### src/core/sac_pkg.sv
package sac_pkg;

  // ----------------------------------------
  // Widths
  // ----------------------------------------
  localparam int SAC_W = 10;
  localparam int SAC_CNT_W = 16;
  localparam int SAC_AW = 5;
  localparam int SAC_DW = 32;
  localparam int SAC_BEW = 4;

  // ----------------------------------------
  // Register byte offsets
  // ----------------------------------------
  localparam logic [SAC_AW-1:0] SAC_OFS_REFRESH = 5'h00;
  localparam logic [SAC_AW-1:0] SAC_OFS_INSTR = 5'h04;
  localparam logic [SAC_AW-1:0] SAC_OFS_DISPATCH = 5'h08;
  localparam logic [SAC_AW-1:0] SAC_OFS_STATUS = 5'h0c;
  localparam logic [SAC_AW-1:0] SAC_OFS_COUNTS = 5'h10;
  localparam logic [SAC_AW-1:0] SAC_OFS_CTRL = 5'h14;

  // ----------------------------------------
  // Status and control bit positions
  // ----------------------------------------
  localparam int SAC_ST_CHECK = 0;
  localparam int SAC_ST_CLASH = 1;
  localparam int SAC_ST_SPURIOUS = 2;
  localparam int SAC_ST_ARMED = 3;
  localparam int SAC_CT_CNT_CLR = 0;
  localparam int SAC_CNT_INSTR_LSB = 16;

  // ----------------------------------------
  // Reset values
  // ----------------------------------------
  localparam logic [SAC_W-1:0] SAC_ADDR_RST = 10'h000;
  localparam logic [SAC_CNT_W-1:0] SAC_CNT_RST = 16'h0000;
  localparam logic [SAC_DW-1:0] SAC_DATA_RST = 32'h0000_0000;

  // ----------------------------------------
  // Pulse qualifier states
  // ----------------------------------------
  typedef enum logic [1:0] {
    SAC_QS_IDLE = 2'b00,
    SAC_QS_SENSED = 2'b01,
    SAC_QS_DELAYED = 2'b10
  } sac_qual_e;

endpackage : sac_pkg

### src/core/sac_dispatch_counter.sv
// How it works
// - A stage carries only if the lower stage carried and its bit is one.
// - Stage sum is bit xor carry; destination bit set only when sum is one.
// - Refresh and false-use cycles add one to the refresh address.
// - Instruction-fetch action cycles add one to the instruction address.
// - False-use action cycles load the order address into instruction register.
// - Sense clears common, up counter copies, dash clears, dash end loads sum.
// - Instruction increment uses the same four steps with its own gates.
// - Order load clears instruction register on up counter, gates on writing dash.
// - A checking flag records that the order address was really gated in.
// - With no enable, the instruction address goes into the common register.
// - Sense clears common; up counter loads refresh or instruction source.
// - Up counter loads only after a delay pulse with settled action state.
// - Ten stages whose half adder outputs equal common value plus one.
// - Lowest stage takes a constant one as its carry in.
// - The sum loads into refresh or instruction register by its gate.
`timescale 1ns/1ps
`default_nettype none

module sac_dispatch_counter import sac_pkg::*; #(
  parameter int W = SAC_W,
  parameter int CW = SAC_CNT_W
) (
  // Clock and reset
  input wire logic clk,
  input wire logic reset_n,
  // Avalon-MM slave
  input wire logic [SAC_AW-1:0] avs_address,
  input wire logic avs_read,
  input wire logic avs_write,
  input wire logic [SAC_DW-1:0] avs_writedata,
  input wire logic [SAC_BEW-1:0] avs_byteenable,
  output logic [SAC_DW-1:0] avs_readdata,
  output logic avs_waitrequest,
  // Memory pulse train
  input wire logic action_sense_pulse,
  input wire logic delay_pulse,
  input wire logic up_counter_pulse,
  input wire logic writing_dash_pulse,
  input wire logic dash_end_pulse,
  // Memory control enables
  input wire logic action_refresh_state,
  input wire logic refresh_or_false_use_enable,
  input wire logic false_use_action_enable,
  input wire logic control_action_enable,
  // Order address source and check reset
  input wire logic [W-1:0] order_address,
  input wire logic check_reset,
  // Counter outputs
  output logic [W-1:0] dispatch_address,
  output logic [W-1:0] refresh_address,
  output logic [W-1:0] instr_address,
  output logic gated_to_counter_check
);

  // ----------------------------------------
  // Helpers
  // ----------------------------------------

  // Byte lane merge of a write into an old word
  function automatic logic [SAC_DW-1:0] be_merge(
    input logic [SAC_DW-1:0] old_val,
    input logic [SAC_DW-1:0] new_val,
    input logic [SAC_BEW-1:0] be
  );
    logic [SAC_DW-1:0] res;
    res = old_val;
    for (int b = 0; b < SAC_BEW; b++) begin
      if (be[b]) begin
        res[b*8 +: 8] = new_val[b*8 +: 8];
      end
    end
    return res;
  endfunction : be_merge

  // Zero extension of an address to a bus word
  function automatic logic [SAC_DW-1:0] widen(input logic [W-1:0] v);
    return {{(SAC_DW-W){1'b0}}, v};
  endfunction : widen

  // Event counter step with clear; the event wins
  function automatic logic [CW-1:0] cnt_step(
    input logic [CW-1:0] cur,
    input logic clr,
    input logic ev
  );
    logic [CW-1:0] res;
    res = cur;
    if (clr) begin
      res = ev ? {{(CW-1){1'b0}}, 1'b1} : SAC_CNT_RST;
    end else if (ev) begin
      res = cur + {{(CW-1){1'b0}}, 1'b1};
    end
    return res;
  endfunction : cnt_step

  // ----------------------------------------
  // Storage
  // ----------------------------------------
  logic [W-1:0] refresh_r;
  logic [W-1:0] instr_r;
  logic [W-1:0] dispatch_r;
  logic check_r, clash_r, spurious_r;
  logic [CW-1:0] refresh_cnt_r;
  logic [CW-1:0] instr_cnt_r;
  logic ack_r;
  logic [SAC_DW-1:0] rdata_r;

  // ----------------------------------------
  // Datapath helpers
  // ----------------------------------------
  logic [W-1:0] incremented;
  logic up_load, spurious, armed;
  logic enable_inverter;
  logic [W-1:0] dispatch_src;

  // Shared half adder chain on the common register
  sac_incr #(
    .W(W)
  ) u_incr (
    .dispatch(dispatch_r),
    .incremented(incremented),
    .carry_out()
  );

  // Up counter qualifier against glitches of the action state
  sac_pulse_qual u_qual (
    .clk(clk),
    .reset_n(reset_n),
    .action_sense_pulse(action_sense_pulse),
    .delay_pulse(delay_pulse),
    .up_counter_pulse(up_counter_pulse),
    .action_refresh_state(action_refresh_state),
    .up_load(up_load),
    .spurious(spurious),
    .armed(armed)
  );

  // ----------------------------------------
  // Gate decode
  // ----------------------------------------
  logic rf_clear, rf_gate, in_clear, in_gate, ord_clear, ord_gate;

  // Refresh clear and sum gate
  assign rf_clear = refresh_or_false_use_enable & writing_dash_pulse;
  assign rf_gate = refresh_or_false_use_enable & dash_end_pulse;
  // Instruction clear and sum gate
  assign in_clear = control_action_enable & writing_dash_pulse;
  assign in_gate = control_action_enable & dash_end_pulse;
  // Order address clear and gate
  assign ord_clear = false_use_action_enable & up_counter_pulse;
  assign ord_gate = false_use_action_enable & writing_dash_pulse;

  // Source for the common register
  assign enable_inverter = ~refresh_or_false_use_enable;
  assign dispatch_src = enable_inverter ? instr_r : refresh_r;

  // ----------------------------------------
  // Avalon-MM slave
  // ----------------------------------------
  logic req;
  logic wr_fire;
  logic [SAC_DW-1:0] rd_mux;
  logic [SAC_DW-1:0] status_word;
  logic [SAC_DW-1:0] ctrl_wdata;
  logic cnt_clr, chk_w1c, clash_w1c, spur_w1c;

  // One wait state, then the request completes
  assign req = avs_read | avs_write;
  assign avs_waitrequest = req & ~ack_r;
  assign wr_fire = avs_write & ack_r;
  assign avs_readdata = rdata_r;

  // Acknowledge one cycle after the request appears
  always_ff @(posedge clk) begin
    if (!reset_n) begin
      ack_r <= 1'b0;
    end else begin
      ack_r <= req & ~ack_r;
    end
  end

  // Status word layout
  always_comb begin
    status_word = SAC_DATA_RST;
    status_word[SAC_ST_CHECK] = check_r;
    status_word[SAC_ST_CLASH] = clash_r;
    status_word[SAC_ST_SPURIOUS] = spurious_r;
    status_word[SAC_ST_ARMED] = armed;
  end

  // Read decode; unmapped offsets read zero
  always_comb begin
    rd_mux = SAC_DATA_RST;
    unique case (avs_address)
      SAC_OFS_REFRESH: rd_mux = widen(refresh_r);
      SAC_OFS_INSTR: rd_mux = widen(instr_r);
      SAC_OFS_DISPATCH: rd_mux = widen(dispatch_r);
      SAC_OFS_STATUS: rd_mux = status_word;
      SAC_OFS_COUNTS: rd_mux = {instr_cnt_r, refresh_cnt_r};
      default: rd_mux = SAC_DATA_RST;
    endcase
  end

  // Read data captured at the first edge of a read
  always_ff @(posedge clk) begin
    if (!reset_n) begin
      rdata_r <= SAC_DATA_RST;
    end else if (avs_read && !ack_r) begin
      rdata_r <= rd_mux;
    end
  end

  // Write strobes for control and status
  assign ctrl_wdata = be_merge(SAC_DATA_RST, avs_writedata, avs_byteenable);
  assign cnt_clr = wr_fire & (avs_address == SAC_OFS_CTRL) & ctrl_wdata[SAC_CT_CNT_CLR];
  assign chk_w1c = wr_fire & (avs_address == SAC_OFS_STATUS) & ctrl_wdata[SAC_ST_CHECK];
  assign clash_w1c = wr_fire & (avs_address == SAC_OFS_STATUS) & ctrl_wdata[SAC_ST_CLASH];
  assign spur_w1c = wr_fire & (avs_address == SAC_OFS_STATUS) & ctrl_wdata[SAC_ST_SPURIOUS];

  // ----------------------------------------
  // Counter registers
  // ----------------------------------------
  logic sw_rf_wr;
  logic sw_in_wr;
  logic [SAC_DW-1:0] rf_merge;
  logic [SAC_DW-1:0] in_merge;

  // Software presets; pulse train gating takes priority
  assign sw_rf_wr = wr_fire & (avs_address == SAC_OFS_REFRESH);
  assign sw_in_wr = wr_fire & (avs_address == SAC_OFS_INSTR);
  assign rf_merge = be_merge(widen(refresh_r), avs_writedata, avs_byteenable);
  assign in_merge = be_merge(widen(instr_r), avs_writedata, avs_byteenable);

  // Refresh register: clear on writing dash, OR in sum on dash end
  always_ff @(posedge clk) begin
    if (!reset_n) begin
      refresh_r <= SAC_ADDR_RST;
    end else if (rf_clear) begin
      refresh_r <= SAC_ADDR_RST;
    end else if (rf_gate) begin
      refresh_r <= refresh_r | incremented;
    end else if (sw_rf_wr) begin
      refresh_r <= rf_merge[W-1:0];
    end
  end

  // Instruction register: order load or its own increment
  always_ff @(posedge clk) begin
    if (!reset_n) begin
      instr_r <= SAC_ADDR_RST;
    end else if (ord_clear) begin
      instr_r <= SAC_ADDR_RST;
    end else if (ord_gate) begin
      instr_r <= instr_r | order_address;
    end else if (in_clear) begin
      instr_r <= SAC_ADDR_RST;
    end else if (in_gate) begin
      instr_r <= instr_r | incremented;
    end else if (sw_in_wr) begin
      instr_r <= in_merge[W-1:0];
    end
  end

  // Common register: cleared on sense, loaded on qualified up counter
  always_ff @(posedge clk) begin
    if (!reset_n) begin
      dispatch_r <= SAC_ADDR_RST;
    end else if (action_sense_pulse) begin
      dispatch_r <= SAC_ADDR_RST;
    end else if (up_load) begin
      dispatch_r <= dispatch_r | dispatch_src;
    end
  end

  // ----------------------------------------
  // Flags and event counts
  // ----------------------------------------

  // Gated-to-counter check; a new gating beats a clear
  always_ff @(posedge clk) begin
    if (!reset_n) begin
      check_r <= 1'b0;
    end else if (ord_gate) begin
      check_r <= 1'b1;
    end else if (check_reset || chk_w1c) begin
      check_r <= 1'b0;
    end
  end

  // Sticky record of overlapping enables from memory control
  always_ff @(posedge clk) begin
    if (!reset_n) begin
      clash_r <= 1'b0;
    end else if (control_action_enable &&
                 (refresh_or_false_use_enable || false_use_action_enable)) begin
      clash_r <= 1'b1;
    end else if (clash_w1c) begin
      clash_r <= 1'b0;
    end
  end

  // Sticky record of a rejected up counter pulse
  always_ff @(posedge clk) begin
    if (!reset_n) begin
      spurious_r <= 1'b0;
    end else if (spurious) begin
      spurious_r <= 1'b1;
    end else if (spur_w1c) begin
      spurious_r <= 1'b0;
    end
  end

  // Completed increments of each counter
  always_ff @(posedge clk) begin
    if (!reset_n) begin
      refresh_cnt_r <= SAC_CNT_RST;
      instr_cnt_r <= SAC_CNT_RST;
    end else begin
      refresh_cnt_r <= cnt_step(refresh_cnt_r, cnt_clr, rf_gate);
      instr_cnt_r <= cnt_step(instr_cnt_r, cnt_clr, in_gate);
    end
  end

  // ----------------------------------------
  // Outputs
  // ----------------------------------------
  assign dispatch_address = dispatch_r;
  assign refresh_address = refresh_r;
  assign instr_address = instr_r;
  assign gated_to_counter_check = check_r;

endmodule : sac_dispatch_counter

`default_nettype wire

### src/core/sac_incr.sv
`timescale 1ns/1ps
`default_nettype none

module sac_incr import sac_pkg::*; #(
  parameter int W = SAC_W
) (
  // Common register value
  input wire logic [W-1:0] dispatch,
  // Half adder outputs
  output logic [W-1:0] incremented,
  output logic carry_out
);

  // ----------------------------------------
  // Ripple half adder chain
  // ----------------------------------------
  logic [W:0] carry;

  // One half adder and one carry gate per stage
  always_comb begin
    carry = '0;
    incremented = '0;
    carry[0] = 1'b1;
    for (int i = 0; i < W; i++) begin
      carry[i+1] = carry[i] & dispatch[i];
      incremented[i] = dispatch[i] ^ carry[i];
    end
  end

  // Top carry leaves the block; nothing reads it for the value
  assign carry_out = carry[W];

endmodule : sac_incr

`default_nettype wire

### src/core/sac_pulse_qual.sv
`timescale 1ns/1ps
`default_nettype none

module sac_pulse_qual import sac_pkg::*; (
  // Clock and reset
  input wire logic clk,
  input wire logic reset_n,
  // Memory pulse train
  input wire logic action_sense_pulse,
  input wire logic delay_pulse,
  input wire logic up_counter_pulse,
  input wire logic action_refresh_state,
  // Qualified load and diagnostics
  output logic up_load,
  output logic spurious,
  output logic armed
);

  // ----------------------------------------
  // Sequence state
  // ----------------------------------------
  sac_qual_e state_r;
  logic held_state_r;
  logic stable;

  // State must not move between delay and up counter
  assign stable = (action_refresh_state == held_state_r);
  assign up_load = (state_r == SAC_QS_DELAYED) & up_counter_pulse & stable;
  assign spurious = up_counter_pulse & ~up_load;
  assign armed = (state_r != SAC_QS_IDLE);

  // Sense, then delay, then up counter
  always_ff @(posedge clk) begin
    if (!reset_n) begin
      state_r <= SAC_QS_IDLE;
    end else if (action_sense_pulse) begin
      state_r <= SAC_QS_SENSED;
    end else begin
      unique case (state_r)
        SAC_QS_IDLE: begin
          state_r <= SAC_QS_IDLE;
        end
        SAC_QS_SENSED: begin
          if (delay_pulse) begin
            state_r <= SAC_QS_DELAYED;
          end
        end
        SAC_QS_DELAYED: begin
          if (up_counter_pulse || !stable) begin
            state_r <= SAC_QS_IDLE;
          end
        end
        default: begin
          state_r <= SAC_QS_IDLE;
        end
      endcase
    end
  end

  // Action state captured once it has settled
  always_ff @(posedge clk) begin
    if (!reset_n) begin
      held_state_r <= 1'b0;
    end else if (state_r == SAC_QS_SENSED && delay_pulse) begin
      held_state_r <= action_refresh_state;
    end
  end

endmodule : sac_pulse_qual

`default_nettype wire

### config.mk
export PLATFORM = sky130hd
export DESIGN_NAME = sac_dispatch_counter
export DESIGN_NICKNAME = d
export VERILOG_FILES = /design/src/core/sac_pkg.sv /design/src/core/sac_dispatch_counter.sv /design/src/core/sac_incr.sv /design/src/core/sac_pulse_qual.sv
export SDC_FILE = /design/constraint.sdc
export NUM_CORES = 1
export LEC_CHECK = 0
export ABC_AREA = 1
export BUFFER_PORTS_ARGS = -buffer_cell sky130_fd_sc_hd__buf_4
export CORE_MARGIN = 1.5
export CORE_UTILIZATION = 45
export CTS_BUF_LIST = sky130_fd_sc_hd__clkbuf_8
export DETAILED_ROUTE_END_ITERATION = 6
export PLACE_DENSITY = 0.65
export SLEW_MARGIN = 20
export SYNTH_ARGS = -nofsm -noshare
export SYNTH_HDL_FRONTEND = slang
export SYNTH_SLANG_ARGS = --single-unit
### constraint.sdc
create_clock -name clk -period 2.9 [get_ports clk]
set_clock_uncertainty 0.1 [all_clocks]
set_input_delay 0.58 -clock clk [delete_from_list [all_inputs] [get_ports clk]]
set_output_delay 0.58 -clock clk [all_outputs]
set_load 0.05 [all_outputs]
==> qor.yml, run 1 <==
status:
  outcome: "completed"
clock_network:
  cts_max_level: 3
  postCtsSetupRepairBufs: 0
  insertion_delay_ps: 390
  clock_sinks: 101
  cts_root_buf: "clkbuf_8"
  cts_buffers: 9
  cts_tree: "done"
  post_cts_resized: 0
  cts_hold_buf: 0
  clkTransAtPathRegs_ps: 100
  clockBufferDepth: 2
pwr:
  power.internal_w: 0.00197
  p_seq_share_pct: 51.9
  pwr-share-clk_pct: 32.0
  leakagePower_nw: 2.69
  comb_power_share_pct: 16.1
  peakVddDrop_mv: 0.206
  p_sw_w: 0.000851
  switching_share_pct: 30.2
  powerDensity_nw_per_um2: 459
  fin_total_pwr_w: 0.00282
timing:
  rsz0062_at_grt: "false"
  max_slew.worst_pin.slew_ps: 520
  relSlewSlack_pct: 65.2
  tns_ps: 0
  finalHoldViolations: 0
  fmax_ghz: 0.375
  finalSetupViolCount: 0
  min_period_over_period_pct: 92.0
  setup_slack_ps: 231
  slew_violations: 0
  finalCriticalPeriod_ps: 2670
critical_path:
  startpoint_type: "flip-flop"
  crit_chain: "ha_1, ha_1, ha_1, ha_1, ha_1, ha_1, ha_1, ha_1, nor2_1, o21ai_0, nand3_1, nand2_1, nand2_1, a21oi_1"
  cp.required_ps: 3110
  critPathMaxFanout: 4
  path_common_cell: "ha_1"
  critPathSlowestCell: "dfxtp_1"
  cp_top_family: "adder cells"
  crit_type: "flip-flop to flip-flop"
  worst_setup_path_end_kind: "flip-flop"
  critPathMaxStageDelay_ps: 350
  worstPathArrival_ps: 2880
  path_buf_inv: 0
synth:
  ys_types: 36
  synth-main-ff-cell: "dfxtp_1"
  syn_avg_cell_area_um2: 7.30
  async_flop_share_pct: 0
  synth_top_area_cell: "dfxtp_1"
  synthTopCellsByCount: "161 x nand2_1, 101 x dfxtp_1, 82 x a21oi_1"
  yosys_warnings: 0
  synth_area_um2: 5090
  yosysTopAreaCellShare_pct: 39.7
  yosysMostFrequentCell: "nand2_1"
  ys_seq_area_share_pct: 39.7
  synth.area.top_cells: "dfxtp_1 40%, nand2_1 12%, a21oi_1 8.1%"
  synth_nets: 772
  synth_edf_count: 0
  syn_inst: 697
  ys_ff_latch: 101
routing:
  wire_per_inst_um: 15.8
  routed_wirelength_mm: 14.8
  drc: 0
  dr.pass1.iters: 5
  drt_iter0_markers: 290
  vias: 5060
  ant_nets: 0
  viasPerCell: 5.39
place:
  io_buffers: 104
  placed_area_um2: 5950
  pre_cts_ws_ps: 276
  hpwl_mm: 10.8
  place_congestion: 0.908
floorplan:
  die_w_um: 109
  core_area_um2: 10900
  initial_core_util_pct: 46.5
  row_count: 38
  io_pins: 129
  die_h_um: 109
  die_area_um2: 12000
cells_and_area:
  final_area_um2: 6140
  syn2layout_area_growth_pct: 20.6
  finish.net_count: 869
  n_antenna_cell: 0
  nFillCells: 1087
  layout-drive-gt1-share_pct: 21.3
grt:
  antenna_found_initial: 0
  grt_pass1_vias: 4770
  grt_pass1_wl_mm: 23.7
  grt_max_degree: 55
  overflow: 0
  grt_usage_pct: 25.8
run:
  cap_violations: 0
worst_hold_path:
  min_path_type: "primary input to flip-flop"
tightest hold or removal path, stage by stage:
cell and delay [ps]:
buf_4 80, o21ai_0 80, nor2_1 80
cell type report:
type / count / area, um^2 / area share (%)
Clock buffer: 9 / 124 / 2.02
Tap cell: 140 / 175 / 2.85
Sequential cell: 101 / 2020 / 32.9
Multi-Input combinational cell: 521 / 2720 / 44.3
Inverter: 47 / 176 / 2.87
Timing Repair Buffer: 114 / 856 / 13.9
Clock inverter: 6 / 65.1 / 1.06
cell families (layout without fill, tap and decap cells):
kind of cell             after synthesis  after routing  synth area share, %
XOR/XNOR                               6              6                 1.03
multiplexers                           9              9                 1.99
AO/OA/AOI/OAI                        171            171                 17.8
buffers and inverters                 75            176                 6.91
adder cells (fa/ha/maj)               10             10                 2.46
flip-flops                           101            101                 39.7
AND/OR/NAND/NOR                      325            325                 30.1
per-stage QoR:
stage	hold slack, ps	cells	utilization [%]
global placement	345	923	54.4
detailed placement	358	923	54.4
global route	382	938	56.1
finish	371	938	56.1
CTS	355	938	56.1
floorplan	336	697	-
path summary, 6_finish.rpt:
| kind | startpoint | to | slack, ps | cells after the start |
|---|---|---|---|---|
| hold / removal | avs_writedata[9] | refresh_address[9] | 370 | 3 |
| hold reg to reg | instr_cnt_r[15] | avs_readdata[31] | 370 | 2 |
| setup / recovery | dispatch_address[0] | instr_address[8] | 230 | 14 |
| setup reg to reg | dispatch_address[0] | instr_address[8] | 230 | 14 |
flip-flops by register name, summed over array words and instances, names as in the netlist:
| name | count |
|---|---|
| instr_cnt_r | 16 |
| clash_r | 1 |
| spurious_r | 1 |
| avs_readdata | 32 |
| gated_to_counter_check | 1 |
| u_qual.held_state_r | 1 |
| u_qual.state_r | 2 |
| ack_r | 1 |
| refresh_cnt_r | 16 |
| refresh_address | 10 |
| dispatch_address | 10 |
| instr_address | 10 |
power by group through the flow:
stage / Clock (W) / Sequential (W) / Combinational, W
finish: 0.000903 / 0.00146 / 0.000454
global route: 0.000979 / 0.00147 / 0.000488
CTS: 0.000920 / 0.00146 / 0.000453
detailed placement: 0 / 0.00149 / 0.000452
global placement: 0 / 0.00149 / 0.000448
floorplan: 0 / 0.00159 / 0.000192
layout by cell type (no fill, tap or decap), drive strengths merged, types with 2 or more instances in the layout:
cell type  Yosys  layout
nor2          73      73
buf           17     114
a21oi         82      82
inv           44      46
clkbuf        11       9
nand3         52      52
dfxtp        101     101
xnor2          4       4
nor3          12      12
xor2           2       2
o21ai         76      76
mux2           9       9
nand2        167     167
ha            10      10
clkinv         3       6
nand4         17      17
a211oi        10      10
nand3b         3       3
metal layers:
layer	part of all wire [%]	routed length (um)	GRT usage, %
met3	6.9	1020	3.97
met4	1.5	220	6.86
met5	0	0	0
met1	46	6830	36.4
met2	46	6760	40.9
Note: power is estimated with default switching activity, not from simulation.
==> inputs of run 2 (changes only) <==
--- a/config.mk
+++ b/config.mk
@@ -15,4 +15,5 @@
 export SLEW_MARGIN = 20
 export SYNTH_ARGS = -nofsm -noshare
 export SYNTH_HDL_FRONTEND = slang
+export SYNTH_HIERARCHICAL = 1
 export SYNTH_SLANG_ARGS = --single-unit
==> run 2 against run 1 <==
Die area up 1.2%. Clock-buffer cell count is 1 higher. Critical path depth rose by 1. Largest power group unchanged. Cell count is 6.2% higher. Utilization rose by 0.74 points. Critical path type unchanged. Synthesized cell count rose by 8.8%. Critical endpoint is now instr_address[9].
==> qor.yml, run 2 <==
synth:
  synth-main-ff-cell: "dfxtp_1"
  yosysTopAreaCellShare_pct: 39.3  # -0.47 points
  yosys_warnings: 6  # +6
  syn_inst: 758  # +8.8%
  synth_nets: 834  # +8.0%
  syn_avg_cell_area_um2: 6.79  # -6.9%
  ys_types: 32  # -11%
  yosysMostFrequentCell: "nand2_1"
  ys_seq_area_share_pct: 39.3  # -0.47 points
  synth_edf_count: 0  # unchanged
  ys_ff_latch: 101  # unchanged
  synth.area.top_cells: "dfxtp_1 39%, nand2_1 14%, a21oi_1 7.8%"
  synth_area_um2: 5150  # +1.2%
  synthTopCellsByCount: "194 x nand2_1, 101 x dfxtp_1, 80 x a21oi_1"
  async_flop_share_pct: 0  # unchanged
  synth_top_area_cell: "dfxtp_1"
clock_network:
  cts_max_level: 3  # unchanged
  cts_tree: "done"
  cts_hold_buf: 0  # unchanged
  clock_sinks: 101  # unchanged
  insertion_delay_ps: 370  # -20 ps
  clockBufferDepth: 2  # unchanged
  clkTransAtPathRegs_ps: 100  # about the same
  cts_root_buf: "clkbuf_8"
  cts_buffers: 9  # unchanged
cells_and_area:
  register_area_um2: 2030  # +0.19%
  largest_reg_flops: 32  # unchanged
  nFillCells: 1060  # -2.5%
  multi_input_area_um2: 2730  # +0.46%
  final_cell_mix: "194 x nand2_1, 114 x buf_4, 100 x dfxtp_1"
  final_common_cell: "nand2_1"
  finish.utilization_pct: 56.9  # +0.74 points
  layout-drive-gt1-share_pct: 18.9  # -2.4 points
  finish.net_count: 927  # +6.7%
  n_antenna_cell: 0  # unchanged
  syn2layout_area_growth_pct: 21.3
place:
  hpwl_mm: 10.7  # -0.81%
  place_congestion: 0.905  # -0.32%
  io_buffers: 104  # unchanged
grt:
  grt_pass1_wl_mm: 23.0  # -3.1%
  grt_usage_pct: 24.5  # -1.3 points
  grt_pass1_vias: 4678  # -1.9%
  grt_max_degree: 45  # -18%
  antenna_found_initial: 0  # unchanged
  overflow: 0  # unchanged
floorplan:
  die_h_um: 110  # +0.59%
  row_count: 38  # unchanged
  initial_core_util_pct: 46.9  # +0.36 points
  die_area_um2: 12100  # +1.2%
  die_w_um: 110  # +0.59%
  io_pins: 129  # unchanged
  core_area_um2: 11000  # +0.43%
critical_path:
  crit_chain: "ha_2, ha_2, ha_4, ha_1, ha_1, ha_1, ha_1, ha_1, ha_1, nor2_1, o21ai_1, nand3_1, nand2_1, nand2_1, a21oi_1"
  cp_top_family: "adder cells"
  worst_setup_path_end_kind: "flip-flop"
  path_buf_inv: 0  # unchanged
  critPathMaxFanout: 4  # unchanged
  critPathMaxStageDelay_ps: 370  # +20 ps
  worstPathArrival_ps: 2890  # about the same
  critPathSlowestCell: "dfxtp_4"
  path_common_cell: "ha_1"
  startpoint_type: "flip-flop"
  crit_type: "flip-flop to flip-flop"
  cp.required_ps: 3040  # -70 ps
routing:
  drt_iter0_markers: 473  # +63%
  wire_per_inst_um: 14.1  # -11%
  vias: 5278  # +4.3%
  viasPerCell: 5.30  # -1.8%
  dr.pass1.iters: 5  # unchanged
  ant_nets: 0  # unchanged
  routed_wirelength_mm: 14.1  # -5.0%
  drc: 0  # unchanged
timing:
  min_period_over_period_pct: 94.9  # +2.8 points
  finalHoldViolations: 0  # unchanged
  finalSetupViolCount: 0  # unchanged
  slew_violations: 0  # unchanged
  max_slew.worst_pin.slew_ps: 748  # +227 ps
  relSlewSlack_pct: 50.1  # -15 points
  finalCriticalPeriod_ps: 2750  # +81.4 ps
  fmax_ghz: 0.364  # -3.0%
run:
  cap_violations: 0  # unchanged
worst_hold_path:
  min_path_type: "primary input to flip-flop"
pwr:
  peakVddDrop_mv: 0.189  # -8.2%
  fin_total_pwr_w: 0.00286  # +1.4%
  leakagePower_nw: 2.68  # -0.60%
  powerDensity_nw_per_um2: 458  # -0.31%
status:
  outcome: "completed"
run 2: per-stage QoR:
| step | setup WS [ps] | cells | area [um^2] | setup TNS, ps | hold WS (ps) |
|---|---|---|---|---|---|
| final | 149 | 996 | 6240 | 0 | 335 |
| after global placement | 121 | 978 | 6010 | 0 | 352 |
| after floorplan | 28.5 | 758 | 5150 | 0 | 337 |
| after global routing | -18.8 | 996 | 6240 | -18.8 | 330 |
| after detailed placement | 93.6 | 978 | 6010 | 0 | 361 |
| after CTS | 50.0 | 994 | 6210 | 0 | 326 |
run 2: report_power, final:
group | total (W) | switching, W | internal [W]
Combinational | 0.000460 | 0.000317 | 0.000144
Clock | 0.000935 | 0.000511 | 0.000424
Sequential | 0.00146 | 0.0000357 | 0.00143
Total | 0.00286 | 0.000863 | 0.00200
run 2: area by class of cell:
type | instances | area share [%]
tap | 140 | 2.81
clock inverter | 6 | 1.02
clock buffer | 10 | 2.20
timing repair buffer | 114 | 13.7
sequential | 101 | 32.4
inverter | 68 | 4.09
multi-input combinational | 557 | 43.7
run 2: layer usage:
metal  wire, um  track usage [%]  vias to the layer above  share of wire (%)
li1           -                -                     2690                  -
met1       7080             36.1                     2397                 50
met2       5980             36.3                      177                 42
met3        846             3.26                       14                6.0
met4        176             8.53                        0                1.2
met5          0                0                        -                  0
run 2: final timing paths:
check	from	endpoint	slack, ps	depth (start not counted)
setup / recovery	dispatch_address[0]	instr_address[9]	150	15
hold / removal	action_sense_pulse	u_qual/state_r[0]	330	2
setup reg to reg	dispatch_address[0]	instr_address[9]	150	15
hold reg to reg	instr_cnt_r[15]	avs_readdata[31]	370	2
run 2: kinds of logic after synthesis:
logic type | Yosys count | share of synthesized area [%]
adders and majority gates | 11 | 2.67
DFF | 101 | 39.3
and+or+nand+nor | 372 | 32.1
buffers and inverters | 100 | 8.02
xor gates and xnor gates | 3 | 0.510
AOI/OAI and AO/OA | 171 | 17.4
run 2: timing repair:
action | CTS | global route
gates resized for setup | 0 | 7
buffers inserted | 0 | 2
setup endpoints to repair | 0 | 1
